File: src/preload_timer_consts.vh
`ifndef PRELOAD_TIMER_CONSTS_VH
`define PRELOAD_TIMER_CONSTS_VH

// register byte addresses
`define OFS_TIMER_CONTROL   8'h00
`define OFS_TIMER_COUNT     8'h04
`define OFS_INT_STATUS      8'h08
`define OFS_INT_MASK        8'h0C
`define OFS_AUX_CONFIG      8'h10

// timer_control field positions
`define CTL_MODE_HI         7
`define CTL_MODE_LO         6
`define CTL_CLK_SEL         5
`define CTL_RUN             4
`define CTL_EDGE            3
`define CTL_PSC_HI          2
`define CTL_PSC_LO          0

// mode field codes
`define MODE_NONE           2'h0
`define MODE_EVENT          2'h1
`define MODE_TIMER          2'h2
`define MODE_CAPTURE        2'h3

// interrupt status bit positions
`define ST_OVERFLOW         0
`define ST_CAPTURE          1
`define ST_WIDTH            2

// aux config bit positions
`define AUX_PWM_EN          0

// reset values
`define CTL_RESET           8'h08
`define COUNT_RESET         8'h00
`define PRELOAD_RESET       8'h00
`define STATUS_RESET        2'h0
`define MASK_RESET          2'h0

// counter full value
`define COUNT_FULL          8'hFF

// prescaler counter width
`define PSC_W               8

// bus responses
`define RESP_OKAY           2'h0
`define RESP_SLVERR         2'h2

`endif

File: src/prescale_divider.v
`timescale 1ns/1ps
`include "preload_timer_consts.vh"

module prescale_divider
(
    // clock and reset
    input  wire       aclk,
    input  wire       aresetn,
    // control
    input  wire       clear,
    input  wire [2:0] ratio_sel,
    // input ticks of the shared timer clock
    input  wire       tick_in,
    // prescaled clock falling-edge tick
    output reg        tick_out
);

    reg  [`PSC_W-1:0] div_q;
    reg  [`PSC_W-1:0] low_mask;
    integer           i;

    // mask of divider bits up to the selected stage
    always @*
    begin
        low_mask = {`PSC_W{1'b0}};
        for (i = 0; i < `PSC_W; i = i + 1)
            if (i <= ratio_sel)
                low_mask[i] = 1'b1;
    end

    // synchronous binary divider, tick when the selected stage falls
    always @(posedge aclk)
    begin
        if (!aresetn || clear)
        begin
            div_q    <= {`PSC_W{1'b0}};
            tick_out <= 1'b0;
        end
        else
        begin
            tick_out <= 1'b0;
            if (tick_in)
            begin
                div_q    <= div_q + {{(`PSC_W-1){1'b0}}, 1'b1};
                tick_out <= ((div_q & low_mask) == low_mask);
            end
        end
    end

endmodule

File: src/preload_timer_event_counter.v
// The register addresses and the AXI4-Lite slave port were decided locally.
`timescale 1ns/1ps
`include "preload_timer_consts.vh"

module preload_timer_event_counter
(
    // clock and reset
    input  wire        aclk,
    input  wire        aresetn,
    // axi4-lite write address
    input  wire [7:0]  awaddr,
    input  wire        awvalid,
    output reg         awready,
    // axi4-lite write data
    input  wire [31:0] wdata,
    input  wire [3:0]  wstrb,
    input  wire        wvalid,
    output reg         wready,
    // axi4-lite write response
    output reg  [1:0]  bresp,
    output reg         bvalid,
    input  wire        bready,
    // axi4-lite read address
    input  wire [7:0]  araddr,
    input  wire        arvalid,
    output reg         arready,
    // axi4-lite read data
    output reg  [31:0] rdata,
    output reg  [1:0]  rresp,
    output reg         rvalid,
    input  wire        rready,
    // pins
    input  wire        external_count_input,
    input  wire        low_speed_crystal,
    // interrupt
    output reg         irq
);

    //--------------------------------------------------------------
    // registers
    //--------------------------------------------------------------

    reg  [7:0]          timer_control_q;
    reg  [7:0]          preload_q;
    reg  [7:0]          count_q;
    reg  [`ST_WIDTH-1:0] status_q;
    reg  [`ST_WIDTH-1:0] mask_q;
    reg                 pwm_en_q;

    reg  [7:0]          aw_addr_q;
    reg                 aw_have_q;
    reg  [7:0]          w_data_q;
    reg                 w_lane0_q;
    reg                 w_have_q;

    reg                 ext_sync1_q;
    reg                 ext_sync2_q;
    reg                 ext_prev_q;
    reg                 lxt_sync1_q;
    reg                 lxt_sync2_q;
    reg                 lxt_prev_q;
    reg                 capture_active_q;

    //--------------------------------------------------------------
    // control fields
    //--------------------------------------------------------------

    wire [1:0] mode_field          = timer_control_q[`CTL_MODE_HI:`CTL_MODE_LO];
    wire       shared_clock_select = timer_control_q[`CTL_CLK_SEL];
    wire       run_control         = timer_control_q[`CTL_RUN];
    wire       edge_select         = timer_control_q[`CTL_EDGE];
    wire [2:0] prescale_sel        = timer_control_q[`CTL_PSC_HI:`CTL_PSC_LO];

    // counting allowed only when running and a mode is chosen
    wire counting_en = run_control && (mode_field != `MODE_NONE);

    //--------------------------------------------------------------
    // pin synchronisers and edge detect
    //--------------------------------------------------------------

    // two stages before any logic looks at the pins
    always @(posedge aclk)
    begin
        if (!aresetn)
        begin
            ext_sync1_q <= 1'b0;
            ext_sync2_q <= 1'b0;
            ext_prev_q  <= 1'b0;
            lxt_sync1_q <= 1'b0;
            lxt_sync2_q <= 1'b0;
            lxt_prev_q  <= 1'b0;
        end
        else
        begin
            ext_sync1_q <= external_count_input;
            ext_sync2_q <= ext_sync1_q;
            ext_prev_q  <= ext_sync2_q;
            lxt_sync1_q <= low_speed_crystal;
            lxt_sync2_q <= lxt_sync1_q;
            lxt_prev_q  <= lxt_sync2_q;
        end
    end

    wire ext_rise = ext_sync2_q & ~ext_prev_q;
    wire ext_fall = ~ext_sync2_q & ext_prev_q;
    wire lxt_rise = lxt_sync2_q & ~lxt_prev_q;

    //--------------------------------------------------------------
    // shared timer clock and prescaler
    //--------------------------------------------------------------

    // system clock ticks every cycle; crystal ticks per rising edge
    wire use_sys_clock      = pwm_en_q | ~shared_clock_select;
    wire shared_timer_clock = use_sys_clock ? 1'b1 : lxt_rise;

    wire prescaled_tick;

    prescale_divider u_prescale
    (
        .aclk      (aclk),
        .aresetn   (aresetn),
        .clear     (~counting_en),
        .ratio_sel (prescale_sel),
        .tick_in   (shared_timer_clock),
        .tick_out  (prescaled_tick)
    );

    //--------------------------------------------------------------
    // pulse width capture gate
    //--------------------------------------------------------------

    // start/stop edges swap with the edge select bit
    wire cap_start = edge_select ? ext_rise : ext_fall;
    wire cap_stop  = edge_select ? ext_fall : ext_rise;
    wire cap_mode  = counting_en && (mode_field == `MODE_CAPTURE);
    wire cap_done  = cap_mode && capture_active_q && cap_stop;

    // gate opens on start edge, closes on stop edge
    always @(posedge aclk)
    begin
        if (!aresetn)
            capture_active_q <= 1'b0;
        else if (!cap_mode)
            capture_active_q <= 1'b0;
        else if (cap_stop)
            capture_active_q <= 1'b0;
        else if (cap_start)
            capture_active_q <= 1'b1;
    end

    //--------------------------------------------------------------
    // count tick selection
    //--------------------------------------------------------------

    reg count_tick;

    // external edges only in event mode, prescaled shared timer clock in timer and capture modes
    always @*
    begin
        count_tick = 1'b0;
        if (counting_en)
        begin
            case (mode_field)
                `MODE_EVENT:
                    count_tick = edge_select ? ext_fall : ext_rise;
                `MODE_TIMER:
                    count_tick = prescaled_tick;
                `MODE_CAPTURE:
                    count_tick = prescaled_tick & capture_active_q;
                default:
                    count_tick = 1'b0;
            endcase
        end
    end

    wire overflow = count_tick && (count_q == `COUNT_FULL);

    //--------------------------------------------------------------
    // bus write side
    //--------------------------------------------------------------

    wire wr_fire   = aw_have_q & w_have_q & ~bvalid;
    wire wr_ok     = (aw_addr_q == `OFS_TIMER_CONTROL) || (aw_addr_q == `OFS_TIMER_COUNT) ||
                     (aw_addr_q == `OFS_INT_STATUS) || (aw_addr_q == `OFS_INT_MASK) ||
                     (aw_addr_q == `OFS_AUX_CONFIG);
    wire wr_en     = wr_fire & wr_ok & w_lane0_q;
    wire wr_ctl    = wr_en && (aw_addr_q == `OFS_TIMER_CONTROL);
    wire wr_cnt    = wr_en && (aw_addr_q == `OFS_TIMER_COUNT);
    wire wr_stat   = wr_en && (aw_addr_q == `OFS_INT_STATUS);
    wire wr_mask   = wr_en && (aw_addr_q == `OFS_INT_MASK);
    wire wr_aux    = wr_en && (aw_addr_q == `OFS_AUX_CONFIG);

    // address and data taken in either order, held until response
    always @(posedge aclk)
    begin
        if (!aresetn)
        begin
            aw_addr_q <= 8'h00;
            aw_have_q <= 1'b0;
            w_data_q  <= 8'h00;
            w_lane0_q <= 1'b0;
            w_have_q  <= 1'b0;
            awready   <= 1'b1;
            wready    <= 1'b1;
            bvalid    <= 1'b0;
            bresp     <= `RESP_OKAY;
        end
        else
        begin
            if (awvalid && awready)
            begin
                aw_addr_q <= awaddr;
                aw_have_q <= 1'b1;
                awready   <= 1'b0;
            end
            if (wvalid && wready)
            begin
                w_data_q  <= wdata[7:0];
                w_lane0_q <= wstrb[0];
                w_have_q  <= 1'b1;
                wready    <= 1'b0;
            end
            if (wr_fire)
            begin
                bvalid <= 1'b1;
                bresp  <= wr_ok ? `RESP_OKAY : `RESP_SLVERR;
            end
            if (bvalid && bready)
            begin
                bvalid    <= 1'b0;
                aw_have_q <= 1'b0;
                w_have_q  <= 1'b0;
                awready   <= 1'b1;
                wready    <= 1'b1;
            end
        end
    end

    //--------------------------------------------------------------
    // configuration registers
    //--------------------------------------------------------------

    // control, preload, mask and aux config
    always @(posedge aclk)
    begin
        if (!aresetn)
        begin
            timer_control_q <= `CTL_RESET;
            preload_q       <= `PRELOAD_RESET;
            mask_q          <= `MASK_RESET;
            pwm_en_q        <= 1'b0;
        end
        else
        begin
            if (wr_ctl)
                timer_control_q <= w_data_q;
            if (wr_cnt)
                preload_q <= w_data_q;
            if (wr_mask)
                mask_q <= w_data_q[`ST_WIDTH-1:0];
            if (wr_aux)
                pwm_en_q <= w_data_q[`AUX_PWM_EN];
        end
    end

    //--------------------------------------------------------------
    // count register
    //--------------------------------------------------------------

    // reload on overflow, else step; stopped counter takes preload writes
    always @(posedge aclk)
    begin
        if (!aresetn)
            count_q <= `COUNT_RESET;
        else if (overflow)
            count_q <= preload_q;
        else if (count_tick)
            count_q <= count_q + 8'h01;
        else if (wr_cnt && !run_control)
            count_q <= w_data_q;
    end

    //--------------------------------------------------------------
    // interrupt status and output
    //--------------------------------------------------------------

    wire [`ST_WIDTH-1:0] st_set = {cap_done, overflow};
    wire [`ST_WIDTH-1:0] st_clr = wr_stat ? w_data_q[`ST_WIDTH-1:0] : {`ST_WIDTH{1'b0}};

    // set wins over a write-one clear in the same cycle
    always @(posedge aclk)
    begin
        if (!aresetn)
        begin
            status_q <= `STATUS_RESET;
            irq      <= 1'b0;
        end
        else
        begin
            status_q <= (status_q & ~st_clr) | st_set;
            irq      <= |(status_q & mask_q);
        end
    end

    //--------------------------------------------------------------
    // bus read side
    //--------------------------------------------------------------

    reg [31:0] rd_mux;
    reg        rd_ok;

    // read data select
    always @*
    begin
        rd_mux = 32'h0000_0000;
        rd_ok  = 1'b1;
        case (araddr)
            `OFS_TIMER_CONTROL: rd_mux = {24'h000000, timer_control_q};
            `OFS_TIMER_COUNT:   rd_mux = {24'h000000, count_q};
            `OFS_INT_STATUS:    rd_mux = {30'h00000000, status_q};
            `OFS_INT_MASK:      rd_mux = {30'h00000000, mask_q};
            `OFS_AUX_CONFIG:    rd_mux = {31'h00000000, pwm_en_q};
            default:            rd_ok  = 1'b0;
        endcase
    end

    // one read at a time, data registered
    always @(posedge aclk)
    begin
        if (!aresetn)
        begin
            arready <= 1'b1;
            rvalid  <= 1'b0;
            rdata   <= 32'h0000_0000;
            rresp   <= `RESP_OKAY;
        end
        else
        begin
            if (arvalid && arready)
            begin
                arready <= 1'b0;
                rvalid  <= 1'b1;
                rdata   <= rd_mux;
                rresp   <= rd_ok ? `RESP_OKAY : `RESP_SLVERR;
            end
            else if (rvalid && rready)
            begin
                rvalid  <= 1'b0;
                arready <= 1'b1;
            end
        end
    end

endmodule

File: config.mk
export PLATFORM = sky130hd
export DESIGN_NAME = preload_timer_event_counter
export DESIGN_NICKNAME = d
export VERILOG_FILES = /design/src/prescale_divider.v /design/src/preload_timer_event_counter.v
export VERILOG_INCLUDE_DIRS = /design/src /design/src/src
export SDC_FILE = /design/constraint.sdc
export NUM_CORES = 1
export LEC_CHECK = 0
export BUFFER_PORTS_ARGS = -buffer_cell sky130_fd_sc_hd__buf_2
export CELL_PAD_IN_SITES_DETAIL_PLACEMENT = 1
export CELL_PAD_IN_SITES_GLOBAL_PLACEMENT = 1
export CORE_MARGIN = 1.5
export CORE_UTILIZATION = 38
export DETAILED_ROUTE_END_ITERATION = 8
export PLACE_DENSITY = 0.83
export SKIP_LAST_GASP = 1
export SLEW_MARGIN = 20
export SYNTH_ARGS = -nofsm -noshare
export SYNTH_HDL_FRONTEND = slang
export SYNTH_SLANG_ARGS = --single-unit
File: constraint.sdc
create_clock -name aclk -period 3.19 [get_ports aclk]
set_input_delay 0.957 -clock aclk [delete_from_list [all_inputs] [get_ports aclk]]
set_output_delay 0.957 -clock aclk [all_outputs]
set_load 0.005 [all_outputs]
==> impl_metrics.xml <==
<?xml version="1.0" encoding="UTF-8"?>
<metrics>
  <group name="cts">
    <metric name="cts_hold_repair.buffers" unit="">0</metric>
    <metric name="cts.clk_slew.worst_paths" unit="ns">0.08</metric>
    <metric name="cts_root_buf" unit="">sky130_fd_sc_hd__clkbuf_8</metric>
    <metric name="clockBufferDepth" unit="">2</metric>
    <metric name="cts_sinks" unit="">80</metric>
    <metric name="clk-insertion-delay-late" unit="ns">0.35</metric>
    <metric name="cts_buffers" unit="">9</metric>
    <metric name="postCtsResizedCells" unit="">0</metric>
    <metric name="postCtsSetupBuffers" unit="">0</metric>
    <metric name="cts_tree" unit="">built</metric>
    <metric name="htree_num_levels" unit="">3</metric>
  </group>
  <group name="timing">
    <metric name="worst_slew_margin_rel" unit="%">42.0</metric>
    <metric name="timing.clock.skew" unit="ns">0.00953</metric>
    <metric name="grt_setup_unrepaired" unit="">no</metric>
    <metric name="final.period_utilization" unit="%">72.1</metric>
    <metric name="finalSetupViolCount" unit="">0</metric>
    <metric name="finalMaxSlewViolations" unit="">0</metric>
    <metric name="timing_hold_violations_final" unit="">0</metric>
    <metric name="worst-slew-pin-transition" unit="ns">0.863</metric>
    <metric name="period_needed" unit="ns">2.30</metric>
    <metric name="fmaxAchievable" unit="GHz">0.435</metric>
    <metric name="tns" unit="ns">0</metric>
  </group>
  <group name="power_and_ir_drop">
    <metric name="switching_share" unit="%">23.1</metric>
    <metric name="sequentialPowerShare" unit="%">50.9</metric>
    <metric name="p_leak" unit="nW">1.60</metric>
    <metric name="power.share.clock" unit="%">42.7</metric>
    <metric name="p_comb_share" unit="%">6.4</metric>
    <metric name="power_density" unit="mW/mm^2">484</metric>
    <metric name="vdd_ir_drop_max" unit="mV">0.284</metric>
    <metric name="p_int" unit="mW">1.59</metric>
    <metric name="netSwitchingPower" unit="mW">0.477</metric>
  </group>
  <group name="placement">
    <metric name="place.gp.congestion" unit="">0.869</metric>
    <metric name="place_area" unit="sq mm">0.00403</metric>
    <metric name="post-dp-hpwl" unit="um">7160</metric>
    <metric name="placedCellCount" unit="">601</metric>
    <metric name="port_buffers" unit="">49</metric>
  </group>
  <group name="cells_and_area">
    <metric name="drive_gt1_share" unit="%">16.6</metric>
    <metric name="fin_area" unit="sq mm">0.00426</metric>
    <metric name="antenna-diode-count" unit="">0</metric>
    <metric name="syn_to_final_growth" unit="%">12.2</metric>
    <metric name="finish.cell_count_without_fillers" unit="">616</metric>
    <metric name="finish.net_count" unit="">542</metric>
  </group>
  <group name="global_routing">
    <metric name="grt_start_max_net_pins" unit="">34</metric>
    <metric name="antenna_found_initial" unit="">0</metric>
    <metric name="groute.usage.overall" unit="%">19.6</metric>
    <metric name="grt_pass1_wl" unit="um">16300</metric>
    <metric name="first_global_vias" unit="">3276</metric>
    <metric name="globalRoute.totalOverflow" unit="">0</metric>
  </group>
  <group name="min_path">
    <metric name="worstHoldPathType" unit="">register to register</metric>
    <metric name="worstHoldPathCells" unit="">1</metric>
  </group>
  <group name="synthesis">
    <metric name="syn_inst" unit="">442</metric>
    <metric name="ys.warnings.count" unit="">0</metric>
    <metric name="syn_avg_cell_area" unit="sq um">8.60</metric>
    <metric name="post_synth_num_cell_types" unit="">62</metric>
    <metric name="synthDominantCellAreaShare" unit="%">42.1</metric>
    <metric name="ys_seq_area_share" unit="%">42.1</metric>
    <metric name="synth-edff-count" unit="">0</metric>
    <metric name="synthesis.area" unit="sq mm">0.00380</metric>
    <metric name="dominantRegCellSynth" unit="">sky130_fd_sc_hd__dfxtp_1</metric>
    <metric name="async_reset_ff_share" unit="%">0</metric>
    <metric name="synth.largest_area_cell" unit="">sky130_fd_sc_hd__dfxtp_1</metric>
    <metric name="flop_and_latch_count_out_of_synthesis" unit="">80</metric>
    <metric name="synth_top_cells_by_area" unit="">sky130_fd_sc_hd__dfxtp_1 (42%), sky130_fd_sc_hd__mux2i_1 (5.5%), sky130_fd_sc_hd__buf_4 (5.1%), sky130_fd_sc_hd__a21oi_1 (5.0%), sky130_fd_sc_hd__nand2_1 (4.9%)</metric>
  </group>
  <group name="outcome">
    <metric name="outcome" unit="">finished clean</metric>
  </group>
  <group name="drt">
    <metric name="total_wirelength_of_the_detailed_routed_design" unit="um">9750</metric>
    <metric name="avgViaCountPerCell" unit="">5.39</metric>
    <metric name="detail_route.drc_violations" unit="">0</metric>
    <metric name="total_iterations_of_the_first_detailed_routing_run" unit="">4</metric>
    <metric name="drt_first_iter_violations" unit="">97</metric>
    <metric name="route.detailed.wl_per_inst" unit="um">15.8</metric>
    <metric name="route.antenna.remaining_nets" unit="">0</metric>
    <metric name="vias" unit="">3318</metric>
  </group>
  <group name="critical_path">
    <metric name="crit_path_end_kind" unit="">register</metric>
    <metric name="critical_path_arrival" unit="ns">2.59</metric>
    <metric name="worst-endpoint-required" unit="ns">3.47</metric>
    <metric name="reg2regPathDepth" unit="">4</metric>
    <metric name="worst_setup_path_start_kind" unit="">primary input</metric>
    <metric name="timing.setup.critical_path_class" unit="">primary input to register</metric>
    <metric name="path_max_fanout" unit="">6</metric>
  </group>
  <group name="floorplanning">
    <metric name="floorplan.initialDensity" unit="%">39.1</metric>
    <metric name="core_area" unit="sq mm">0.00973</metric>
    <metric name="num_io_pins" unit="">103</metric>
    <metric name="die_height" unit="um">103</metric>
    <metric name="core.rowCount" unit="">36</metric>
    <metric name="design.die.area" unit="sq mm">0.0106</metric>
    <metric name="die_width" unit="um">103</metric>
  </group>
  <group name="flow_run">
    <metric name="cap_viol_max_count" unit="">0</metric>
  </group>
</metrics>
flip-flops by register name (all words and copies together), names as in the netlist, 2 cells and up:
name              count
aw_addr_q             8
count_q               8
preload_q             8
rdata                 8
timer_control_q       8
u_prescale.div_q      8
w_data_q              8
mask_q                2
status_q              2
power by group through the flow:
stage / combinational (mW) / sequential (mW) / clock (mW)
CTS: 0.134 / 1.05 / 0.901
floorplan: 0.112 / 1.06 / 0
global placement: 0.127 / 1.07 / 0
detailed placement: 0.133 / 1.07 / 0
finish: 0.132 / 1.05 / 0.882
global route: 0.152 / 1.06 / 0.938
worst max-delay path, cell delays in order:
cell                        delay, ns
sky130_fd_sc_hd__buf_2           0.09
sky130_fd_sc_hd__or4_1           0.54
sky130_fd_sc_hd__or4b_2          0.72
sky130_fd_sc_hd__a2bb2oi_1       0.18
sky130_fd_sc_hd__nor2_1          0.11
metal layers:
| metal | GRT usage (%) | routed length (um) | up-vias |
|---|---|---|---|
| li1 | - | - | 1610 |
| met4 | 5.93 | 114 | 0 |
| met1 | 25.5 | 4520 | 1607 |
| met2 | 33.3 | 4640 | 91 |
| met3 | 3.59 | 469 | 10 |
| met5 | 0 | 0 | - |
cells in the mapped netlist, types with 8 or more instances:
cell                       instances
sky130_fd_sc_hd__buf_4            26
sky130_fd_sc_hd__a21oi_1          38
sky130_fd_sc_hd__nand3_1          21
sky130_fd_sc_hd__o21ai_0          22
sky130_fd_sc_hd__dfxtp_1          80
sky130_fd_sc_hd__mux2i_1          21
sky130_fd_sc_hd__and2_1           10
sky130_fd_sc_hd__nor2_1           28
sky130_fd_sc_hd__nand2_1          50
sky130_fd_sc_hd__inv_1            12
sky130_fd_sc_hd__clkbuf_1         17
sky130_fd_sc_hd__nor3_1            8
final timing paths:
path,start,to,slack (ns)
max,araddr[1],rdata[7]$_SDFFE_PN0P_,0.89
max reg2reg,w_have_q$_SDFFE_PP0P_,count_q[3]$_SDFFE_PN0P_,0.98
min,ext_sync1_q$_SDFF_PN0_,ext_sync2_q$_SDFF_PN0_,0.44
min reg2reg,ext_sync1_q$_SDFF_PN0_,ext_sync2_q$_SDFF_PN0_,0.44
area by class of cell:
class	count	area, sq um
Tap cell	133	166
Fill cell	1210	5470
Sequential cell	80	1600
Clock inverter	6	109
Timing Repair Buffer	52	268
Clock buffer	9	124
Inverter	13	48.8
Multi-Input combinational cell	323	1950
cell families (layout without fill, tap and decap cells):
family                     Yosys count  count (layout)  synth area share [%]
AOI/OAI and AO/OA                  113             113                  19.5
xor gates and xnor gates             5               5                  1.15
adders and majority gates            2               2                 0.658
buffers and inverters               64              80                  9.12
DFF                                 80              80                  42.1
muxes                               22              22                  6.12
other                                1              26                0.0987
and+or+nand+nor                    155             155                  21.2
cells in the final DEF (no fill, tap or decap), types with 4 or more instances in the layout:
cell / n
sky130_fd_sc_hd__a2bb2oi_1: 6
sky130_fd_sc_hd__o211ai_1: 5
sky130_fd_sc_hd__nor3_1: 8
sky130_fd_sc_hd__nor2b_1: 4
sky130_fd_sc_hd__a221oi_1: 4
sky130_fd_sc_hd__o2111ai_1: 4
sky130_fd_sc_hd__a211oi_1: 4
sky130_fd_sc_hd__a311oi_1: 4
sky130_fd_sc_hd__dfxtp_1: 80
sky130_fd_sc_hd__nor2_1: 28
sky130_fd_sc_hd__buf_2: 49
sky130_fd_sc_hd__nand3_1: 21
sky130_fd_sc_hd__o21ai_0: 22
sky130_fd_sc_hd__conb_1: 26
sky130_fd_sc_hd__clkbuf_8: 9
sky130_fd_sc_hd__xor2_1: 5
sky130_fd_sc_hd__nand2b_1: 5
sky130_fd_sc_hd__inv_1: 12
sky130_fd_sc_hd__a21oi_1: 38
sky130_fd_sc_hd__and2_1: 10
sky130_fd_sc_hd__nand2_1: 50
sky130_fd_sc_hd__mux2i_1: 21
through the flow:
| stage | total power [mW] | utilization (%) | worst slack (ns) | hold WS, ns |
|---|---|---|---|---|
| floorplan | 1.18 | - | 0.678 | 0.412 |
| global placement | 1.20 | 41.4 | 0.568 | 0.416 |
| detailed placement | 1.21 | 41.4 | 0.523 | 0.427 |
| CTS | 2.09 | 43.8 | 0.889 | 0.445 |
| global route | 2.15 | 43.8 | 0.797 | 0.452 |
| finish | 2.07 | 43.8 | 0.889 | 0.438 |
No activity file was read; power rests on OpenSTA's default activity.
